$ cat config.mk
export PLATFORM = sky130hd
export DESIGN_NAME = mppc_port
export DESIGN_NICKNAME = d
export VERILOG_FILES = /design/src/mppc_port.v
export VERILOG_INCLUDE_DIRS = /design/src
export SDC_FILE = /design/constraint.sdc
export NUM_CORES = 1
export LEC_CHECK = 0
export BUFFER_PORTS_ARGS = -buffer_cell sky130_fd_sc_hd__buf_2
export CAP_MARGIN = 20
export CORE_ASPECT_RATIO = 1.4
export CORE_UTILIZATION = 55
export DETAILED_ROUTE_END_ITERATION = 12
export HOLD_SLACK_MARGIN = 0.12
export PLACE_DENSITY = 0.91
export SYNTH_ARGS = -nofsm -noshare
export SYNTH_HDL_FRONTEND = slang
export SYNTH_SLANG_ARGS = --single-unit
$ cat constraint.sdc
create_clock -name clk -period 4.15 [get_ports clk]
set_input_delay 0.415 -clock clk [delete_from_list [all_inputs] [get_ports clk]]
set_output_delay 0.415 -clock clk [all_outputs]
set_load 0.005 [all_outputs]
$ cat src/mppc_map.vh
// register map, field widths and reset values of the motor port pin control
`ifndef MPPC_MAP_VH
`define MPPC_MAP_VH
`define MPPC_T_DRIVE_STRENGTH 8'h00
`define MPPC_T_PULL_ENABLE 8'h04
`define MPPC_T_PULL_POLARITY 8'h08
`define MPPC_U_DATA 8'h0c
`define MPPC_U_PIN_LEVEL 8'h10
`define MPPC_U_DIRECTION 8'h14
`define MPPC_U_SLEW_LIMIT 8'h18
`define MPPC_U_PULL_ENABLE 8'h1c
`define MPPC_U_PULL_POLARITY 8'h20
`define MPPC_T_DIRECTION 8'h24
`define MPPC_ADDR_W 8
`define MPPC_RST_BYTE 8'h00
`define MPPC_SYNC_STAGES 2
`endif

$ cat src/mppc_port.v
// register file and pad control for the motor port pin control block
`timescale 1ns/1ns
`default_nettype none
// Summary of operation
// first-port drive bit 0 gives full drive, 1 about one third drive.
// drive-strength bit is ignored while its pin is an input.
// pull-enable bit turns pull on only for input pins.
// polarity 0 pull-up, 1 pull-down; needs direction 0 and pull on.
// second-port owner priority: stall detector, motor pwm, then gpio.
// upper stall detector owns upper four pins, else pwm channels 3,2.
// lower stall detector owns lower four pins, else pwm channels 1,0.
// in reset all second-port pins are inputs without pulls.
// data read returns stored bit when direction bit is 1.
// input pin data read gives 1 if slew limited, else pin level.
// pin-level register is read only; 1 if slew limited, else pin.
// enabled stall detector or pwm forces output, direction ignored.
// direction bit 0 input, 1 output under gpio control.
// slew bit 1 limits slew and turns off the input buffer.
// third port: upper pins to third detector, else pwm 7,6.
// lower third-port pins to second detector, else pwm 5,4.
// in reset all third-port pins are high-impedance inputs.
// software may access registers anytime, pin-level is read only.
// reads follow a direction change within two bus cycles.
// pin levels pass a two-stage synchroniser; enables are inputs.
`include "mppc_map.vh"
module mppc_port #(
    parameter WIDTH = 8
) (
    input wire clk,
    input wire rst_n,
    input wire wb_cyc_i,
    input wire wb_stb_i,
    input wire wb_we_i,
    input wire [`MPPC_ADDR_W-1:0] wb_adr_i,
    input wire [31:0] wb_dat_i,
    input wire [3:0] wb_sel_i,
    output reg [31:0] wb_dat_o,
    output reg wb_ack_o,
    input wire [3:0] stall_detector_en,
    input wire [7:0] motor_pwm_en,
    input wire [WIDTH-1:0] u_pwm_out,
    input wire [WIDTH-1:0] u_stall_out,
    input wire [WIDTH-1:0] v_pwm_out,
    input wire [WIDTH-1:0] v_stall_out,
    input wire [WIDTH-1:0] t_pads_i,
    output reg [WIDTH-1:0] t_reduced_drive,
    output reg [WIDTH-1:0] t_pull_on,
    output reg [WIDTH-1:0] t_pull_down,
    input wire [WIDTH-1:0] u_pads_i,
    output reg [WIDTH-1:0] u_pads_o,
    output reg [WIDTH-1:0] u_pads_oe,
    output reg [WIDTH-1:0] u_pull_on,
    output reg [WIDTH-1:0] u_pull_down,
    output reg [WIDTH-1:0] u_slew_on,
    output reg [WIDTH-1:0] u_inbuf_en,
    output reg [WIDTH-1:0] v_pads_o,
    output reg [WIDTH-1:0] v_pads_oe,
    output reg [WIDTH-1:0] v_pull_on
);
// ----------------------------------------------------------------
// registers
// ----------------------------------------------------------------
reg [WIDTH-1:0] t_drive_strength;
reg [WIDTH-1:0] t_pull_enable;
reg [WIDTH-1:0] t_pull_polarity;
reg [WIDTH-1:0] t_direction;
reg [WIDTH-1:0] u_data;
reg [WIDTH-1:0] u_direction;
reg [WIDTH-1:0] u_slew_limit;
reg [WIDTH-1:0] u_pull_enable;
reg [WIDTH-1:0] u_pull_polarity;
reg [WIDTH-1:0] u_sync1;
reg [WIDTH-1:0] u_sync2;
wire req = wb_cyc_i & wb_stb_i & ~wb_ack_o;
wire wr = req & wb_we_i & wb_sel_i[0];
wire [WIDTH-1:0] wd = wb_dat_i[WIDTH-1:0];
// ----------------------------------------------------------------
// ownership: detector beats pwm beats gpio
// ----------------------------------------------------------------
wire [WIDTH-1:0] u_det;
wire [WIDTH-1:0] u_pwm;
wire [WIDTH-1:0] v_det;
wire [WIDTH-1:0] v_pwm;
assign u_det = {{4{stall_detector_en[1]}}, {4{stall_detector_en[0]}}};
assign v_det = {{4{stall_detector_en[3]}}, {4{stall_detector_en[2]}}};
// each pwm channel owns two pins
assign u_pwm = ~u_det & {{2{motor_pwm_en[3]}}, {2{motor_pwm_en[2]}},
    {2{motor_pwm_en[1]}}, {2{motor_pwm_en[0]}}};
assign v_pwm = ~v_det & {{2{motor_pwm_en[7]}}, {2{motor_pwm_en[6]}},
    {2{motor_pwm_en[5]}}, {2{motor_pwm_en[4]}}};
wire [WIDTH-1:0] u_out_dir = u_det | u_pwm | u_direction;
wire [WIDTH-1:0] u_level = u_slew_limit | u_sync2;
reg [WIDTH-1:0] next_u_pads_o;
reg [WIDTH-1:0] next_v_pads_o;
integer i;
always @* begin
    for (i = 0; i < WIDTH; i = i + 1) begin
        if (u_det[i]) begin
            next_u_pads_o[i] = u_stall_out[i];
        end else if (u_pwm[i]) begin
            next_u_pads_o[i] = u_pwm_out[i];
        end else begin
            next_u_pads_o[i] = u_data[i];
        end
        if (v_det[i]) begin
            next_v_pads_o[i] = v_stall_out[i];
        end else begin
            next_v_pads_o[i] = v_pwm_out[i];
        end
    end
end
// ----------------------------------------------------------------
// read mux
// ----------------------------------------------------------------
reg [WIDTH-1:0] rd;
always @* begin
    case (wb_adr_i)
        `MPPC_T_DRIVE_STRENGTH: rd = t_drive_strength;
        `MPPC_T_PULL_ENABLE: rd = t_pull_enable;
        `MPPC_T_PULL_POLARITY: rd = t_pull_polarity;
        `MPPC_T_DIRECTION: rd = t_direction;

        `MPPC_U_DATA: rd = (u_direction & u_data) | (~u_direction & u_level);
        `MPPC_U_PIN_LEVEL: rd = u_level;
        `MPPC_U_DIRECTION: rd = u_direction;
        `MPPC_U_SLEW_LIMIT: rd = u_slew_limit;
        `MPPC_U_PULL_ENABLE: rd = u_pull_enable;
        `MPPC_U_PULL_POLARITY: rd = u_pull_polarity;
        default: rd = {WIDTH{1'b0}};
    endcase
end
// ----------------------------------------------------------------
// bus slave and config registers
// ----------------------------------------------------------------
always @(posedge clk or negedge rst_n) begin
    if (!rst_n) begin
        wb_ack_o <= 1'b0;
        wb_dat_o <= 32'h0000_0000;
        t_drive_strength <= `MPPC_RST_BYTE;
        t_pull_enable <= `MPPC_RST_BYTE;
        t_pull_polarity <= `MPPC_RST_BYTE;
        t_direction <= `MPPC_RST_BYTE;
        u_data <= `MPPC_RST_BYTE;
        u_direction <= `MPPC_RST_BYTE;
        u_slew_limit <= `MPPC_RST_BYTE;
        u_pull_enable <= `MPPC_RST_BYTE;
        u_pull_polarity <= `MPPC_RST_BYTE;
    end else begin
        wb_ack_o <= req;
        wb_dat_o <= req ? {{(32-WIDTH){1'b0}}, rd} : 32'h0000_0000;
        if (wr) begin
            case (wb_adr_i)
                `MPPC_T_DRIVE_STRENGTH: t_drive_strength <= wd;
                `MPPC_T_PULL_ENABLE: t_pull_enable <= wd;
                `MPPC_T_PULL_POLARITY: t_pull_polarity <= wd;
                `MPPC_T_DIRECTION: t_direction <= wd;
                `MPPC_U_DATA: u_data <= wd;
                `MPPC_U_DIRECTION: u_direction <= wd;
                `MPPC_U_SLEW_LIMIT: u_slew_limit <= wd;
                `MPPC_U_PULL_ENABLE: u_pull_enable <= wd;
                `MPPC_U_PULL_POLARITY: u_pull_polarity <= wd;
                default: u_data <= u_data; // pin-level write ignored
            endcase
        end
    end
end
// ----------------------------------------------------------------
// pin synchroniser and pad drive
// ----------------------------------------------------------------
// buffer off while slew limited, so the gated level never toggles
always @(posedge clk or negedge rst_n) begin
    if (!rst_n) begin
        u_sync1 <= `MPPC_RST_BYTE;
        u_sync2 <= `MPPC_RST_BYTE;
    end else begin
        u_sync1 <= u_pads_i & ~u_slew_limit;
        u_sync2 <= u_sync1;
    end
end
always @(posedge clk or negedge rst_n) begin
    if (!rst_n) begin
        u_pads_o <= `MPPC_RST_BYTE;
        u_pads_oe <= `MPPC_RST_BYTE;
        u_pull_on <= `MPPC_RST_BYTE;
        u_pull_down <= `MPPC_RST_BYTE;
        u_slew_on <= `MPPC_RST_BYTE;
        u_inbuf_en <= {WIDTH{1'b1}};
        v_pads_o <= `MPPC_RST_BYTE;
        v_pads_oe <= `MPPC_RST_BYTE;
        v_pull_on <= `MPPC_RST_BYTE;
        t_reduced_drive <= `MPPC_RST_BYTE;
        t_pull_on <= `MPPC_RST_BYTE;
        t_pull_down <= `MPPC_RST_BYTE;
    end else begin
        u_pads_o <= next_u_pads_o;
        u_pads_oe <= u_out_dir;
        u_pull_on <= u_pull_enable & ~u_out_dir;
        u_pull_down <= u_pull_polarity & u_pull_enable & ~u_out_dir;
        u_slew_on <= u_slew_limit;
        u_inbuf_en <= ~u_slew_limit;
        v_pads_o <= next_v_pads_o;
        v_pads_oe <= v_det | v_pwm;
        v_pull_on <= `MPPC_RST_BYTE;
        t_reduced_drive <= t_drive_strength & t_direction;
        t_pull_on <= t_pull_enable & ~t_direction;
        t_pull_down <= t_pull_polarity & t_pull_enable & ~t_direction;
    end
end
endmodule
`default_nettype wire

After elaboration in Yosys (flattened, before gate mapping)
Cells that the tools add are included.
- register bits after elaboration: 185
- input bits: 109
- output and inout bits: 129
- logic and storage cells: 97
- eq/ne operators: 9
- multiplexer cells: 26
- bitwise operators: 28
- reductions and logical operators: 10
- operator list (cell ; count):
    $and 8x8->8 ; 12
    $pmux 8 s10 ; 1
    $not 8->8 ; 6
    $or 8x8->8 ; 5
    $eq 8x5->1 const B ; 4
    $mux 1 ; 24
    $reduce_and 2->1 ; 9
    $eq 8x4->1 const B ; 2
    $eq 8x6->1 const B ; 2
    $eq 8x3->1 const B ; 1
    $logic_not 8->1 ; 1
    $mux 8 ; 1
    $and 1x1->1 ; 4
    $not 1->1 ; 1

Logic depth before layout (Yosys ltp)
- depth in word-level cells: 6
- depth in mapped cells: 7
- depth with buffers taken out: 4

Worst setup path after synthesis
Ideal clock, no wire load.
- path type: input to register
- start: input wb_adr_i[5]
- end: register t_drive_strength[0]
- library setup time: 0.125 ns
- arrival: 1.993 ns
- data required time: 4.025 ns
- setup slack: 2.032 ns
- cell stages on the path: 5
- buffers on the path: 2
- cell sequence: buf_2 or4_4 buf_2 nor3_4 mux2_2
- longest elaborated chain between the ends: 2
- ends and longest elaborated chain (item ; line ; source):
    start, declared ; mppc_port.v:34 ; input wire [`MPPC_ADDR_W-1:0] wb_adr_i,
    $logic_not 8->1 ; mppc_port.v:152 ; case (wb_adr_i)
    $reduce_and 2->1 (no line) ; - ;
    end signal, assigned ; mppc_port.v:139 ; t_drive_strength <= `MPPC_RST_BYTE;
    end signal, assigned ; mppc_port.v:153 ; `MPPC_T_DRIVE_STRENGTH: t_drive_strength <= wd;
    end, declared ; mppc_port.v:63 ; reg [WIDTH-1:0] t_drive_strength;
Every way passes these cells.
A chain may end at the register's enable or synchronous reset.

Worst setup path in the final report
- start: register wb_ack_o
- end: register u_pull_polarity[0]
- longest elaborated chain between the ends: 5
- ends and longest elaborated chain (item ; line ; source):
    start, declared ; mppc_port.v:38 ; output reg wb_ack_o,
    start signal, assigned ; mppc_port.v:149 ; wb_ack_o <= req;
    $not 1->1 ; mppc_port.v:74 ; wire req = wb_cyc_i & wb_stb_i & ~wb_ack_o;
    $and 1x1->1 ; mppc_port.v:74 ;
    via req ; mppc_port.v:74 ;
    $and 1x1->1 (2 in series) ; mppc_port.v:75 ; wire wr = req & wb_we_i & wb_sel_i[0];
    $reduce_and 2->1 (no line) ; - ;
    end signal, assigned ; mppc_port.v:147 ; u_pull_polarity <= `MPPC_RST_BYTE;
    end signal, assigned ; mppc_port.v:161 ; `MPPC_U_PULL_POLARITY: u_pull_polarity <= wd;
    end, declared ; mppc_port.v:71 ; reg [WIDTH-1:0] u_pull_polarity;
The timed path passes the listed nets, and every way through them passes these cells.

==> flow_summary_export.csv <==
group,metric,value,unit
timing,whs,0.07091,ns
floorplan,initial_utilization,56.02,%
routing,dr.pass1.iters,5,
place,hpwl,11.45,mm
global_route,grt_pass1_vias,5116,
clock_tree,cts_hold_buf,0,
flow_run,cap_violations,0,
layout,postLayoutCoreUtil,67.46,%
global_route,grt_antenna_before_repair,2,
critical_path,start_kind,"flip-flop",
routing,drc_errors,0,
global_route,grt_use_met2,43.15,%
synthesis,syn_inst,566,
clock_tree,htree_levels,4,
global_route,grtUsageTotal,25.97,%
layout,fillers,962,
pwr,power_density,409.0,nW/um2
critical_path,critPathArrivalTime,2.93,ns
routing,ant_nets,0,
timing,final_max_slew_viol_count,0,
floorplan,fp-row-count,50,
clock_tree,root_buffer,"clkbuf_16",
global_route,grt.overflow.total,0,
clock_tree,post_cts_buffers,0,
place,io_buffers,170,
layout,drive_gt1_share,42.13,%
routing,vias_per_cell,5.528,
timing,final-hold-violation-count,0,
floorplan,die_x,100.5,um
synthesis,synth.avg_cell_area,13.19,um2
place,place_inst,900,
global_route,grt_pass1_wl,27.03,mm
global_route,grt_start_max_net_pins,103,
clock_tree,cts_resized,0,
global_route,use_met1,30.53,%
timing,tightest_slew,1.117,ns
routing,routedWlPerCell,18.59,um
run_status,status,"finished clean",
routing,initialDrtViolationCount,455,
timing,rsz0062_at_grt,"no",
pwr,ir_drop,0.3253,mV
layout,areaGrowthSynthToFinish,20.42,%
synthesis,synth.distinct_cells,53,
clock_tree,clkTransAtPathRegs,0.07,ns
timing,max_slew_margin,24.47,%
global_route,use_met3,6.580,%
floorplan,core,13330,um2
synthesis,synth_area,7465,um2
synthesis,seq_area_frac_synth,60.81,%
routing,vias,5158,
floorplan,io_pins,238,
global_route,busiest_layer,"met2",
hold_path,hold_path.class,"in2async",
synthesis,yosys_warnings,0,
floorplan,dieHeight,139.8,um
pwr,leakage,4.513,nW
clock_tree,clk-insertion-delay-late,0.43,ns
clock_tree,cts_sinks,181,
floorplan,die_area,14050,um2
synthesis,ys_ff_latch,181,
layout,finalNetCount,846,
layout,final_cells,933,
timing,fin_crit_sh,63.24,%
timing,setup_violations,0,
routing,drt_wl_total,17.34,mm
critical_path,worstSetupEndpointType,"flip-flop",
place,gp_congestion,0.8945,
timing,finalSetupTns,0,ns
critical_path,critPathRequiredTime,4.46,ns
clock_tree,cts_buffers,17,
timing,max_clock_freq,381.0,MHz
clock_tree,cts_tree,"built",
critical_path,cp_max_fo,9,
clock_tree,clk_path_buf_depth,2,
timing,fin_crit,2.624,ns
critical_path,crit_type,"reg2reg",
timing,finalClockSkew,0.006417,ns
-- path summary, 6_finish.rpt --
path	from	to	slack, ns	cells past startpoint
min in group clk	motor_pwm_en[4]	v_pads_oe[1]	0.18	2
min reg2reg	u_sync1[1]	u_sync2[1]	0.35	0
max in group asynchronous	rst_n	u_inbuf_en[6]	3.14	2
max reg2reg	wb_ack_o	u_pull_polarity[0]	1.53	4
max	wb_ack_o	u_pull_polarity[0]	1.53	4
min	rst_n	u_direction[0]	0.07	1
-- per-layer routing --
metal,vias to the layer above,wire length (um)
met5,-,8
li1,2280,-
met2,285,9082
met1,2526,6103
met3,65,1364
met4,2,782
-- through the flow --
| step | cell area [um2] | setup WS (ns) | total power, W |
|---|---|---|---|
| 5_1_grt | 8989 | 1.466 | 0.003789 |
| 3_5_place_dp | 8369 | 1.350 | 0.002040 |
| 3_3_place_gp | 8369 | 1.370 | 0.002032 |
| 2_1_floorplan | 7581 | 2.033 | 0.001940 |
| 4_1_cts | 8986 | 1.558 | 0.003703 |
| 6_report | 8989 | 1.526 | 0.003676 |
-- synth_stat cells, drive strengths merged --
library cell | number | share of area, %
or4 | 2 | 0.25
a21oi | 2 | 0.13
or3 | 1 | 0.084
nand3 | 3 | 0.20
mux2 | 84 | 13
o21ai | 18 | 1.2
conb | 1 | 0.050
nand4bb | 1 | 0.15
nand4 | 1 | 0.084
and2 | 24 | 2.0
dfstp | 8 | 2.8
a32o | 1 | 0.13
buf | 48 | 4.4
nand2 | 30 | 1.5
nor3b | 1 | 0.10
nor2b | 14 | 1.2
a2bb2oi | 1 | 0.12
inv | 20 | 1.0
and3 | 8 | 0.67
a22oi | 5 | 0.50
a222oi | 1 | 0.13
nor4bb | 1 | 0.13
or4b | 3 | 0.40
nand3b | 2 | 0.20
o211ai | 1 | 0.10
nor3 | 24 | 2.5
a31oi | 1 | 0.084
mux2i | 20 | 2.7
o2bb2ai | 2 | 0.23
o22ai | 5 | 0.42
a41oi | 7 | 0.82
o32ai | 7 | 0.82
a21o | 4 | 0.40
or2 | 4 | 0.34
nor4b | 2 | 0.44
a22o | 3 | 0.35
o32a | 1 | 0.13
clkbuf | 7 | 0.35
and3b | 1 | 0.12
a32oi | 5 | 0.59
nand2b | 1 | 0.084
nor4 | 3 | 0.54
dfrtp | 173 | 58
nor2 | 15 | 0.85
-- area by class of cell --
| type | instances | area, um2 | area share [%] |
|---|---|---|---|
| well taps | 182 | 227.7 | 2.533 |
| diodes | 1 | 2.502 | 0.02784 |
| clock buffers | 18 | 429.2 | 4.775 |
| clock inverters | 14 | 187.7 | 2.088 |
| multi-input cells | 341 | 2613 | 29.06 |
| flip-flops and latches | 181 | 4539 | 50.50 |
| repair buffers | 176 | 914.6 | 10.18 |
| inverters | 20 | 75.07 | 0.8352 |
-- cells by family (layout without fill, tap and decap cells) --
| logic type | Yosys count | in the layout | share of synthesized area [%] |
|---|---|---|---|
| DFF | 181 | 181 | 60.81 |
| other | 1 | 33 | 0.05024 |
| buffers and inverters | 75 | 228 | 5.749 |
| and+or+nand+nor | 141 | 141 | 11.85 |
| AOI/OAI and AO/OA | 64 | 64 | 6.185 |
| muxes | 104 | 104 | 15.35 |
-- report_power, final --
group	internal, W	switching (W)
clock network	0.000966	0.000703
logic	0.0000736	0.000123
registers	0.00180	0.0000141
total	0.00284	0.000840
-- placed cells by master (no fill, tap or decap), drive strengths merged, types with 4 or more instances in the layout --
| master | Yosys | final |
|---|---|---|
| o22ai | 5 | 5 |
| a32oi | 5 | 5 |
| o21ai | 18 | 18 |
| o32ai | 7 | 7 |
| clkbuf | 7 | 18 |
| mux2i | 20 | 20 |
| and2 | 24 | 24 |
| mux2 | 84 | 84 |
| a41oi | 7 | 7 |
| nor3 | 24 | 24 |
| dfstp | 8 | 8 |
| dfrtp | 173 | 173 |
| nor2 | 15 | 15 |
| a21o | 4 | 4 |
| a22oi | 5 | 5 |
| buf | 48 | 176 |
| or2 | 4 | 4 |
| conb | 1 | 32 |
| nand2 | 30 | 30 |
| and3 | 8 | 8 |
| nor2b | 14 | 14 |
| inv | 20 | 27 |
-- critical path, stage by stage (launching register included) --
cell,delay (ns)
dfrtp_1,0.38
and3b_1,0.31
nand3_1,0.59
nor2_2,0.81
mux2_2,0.41
No activity file was read; power rests on OpenSTA's default activity.
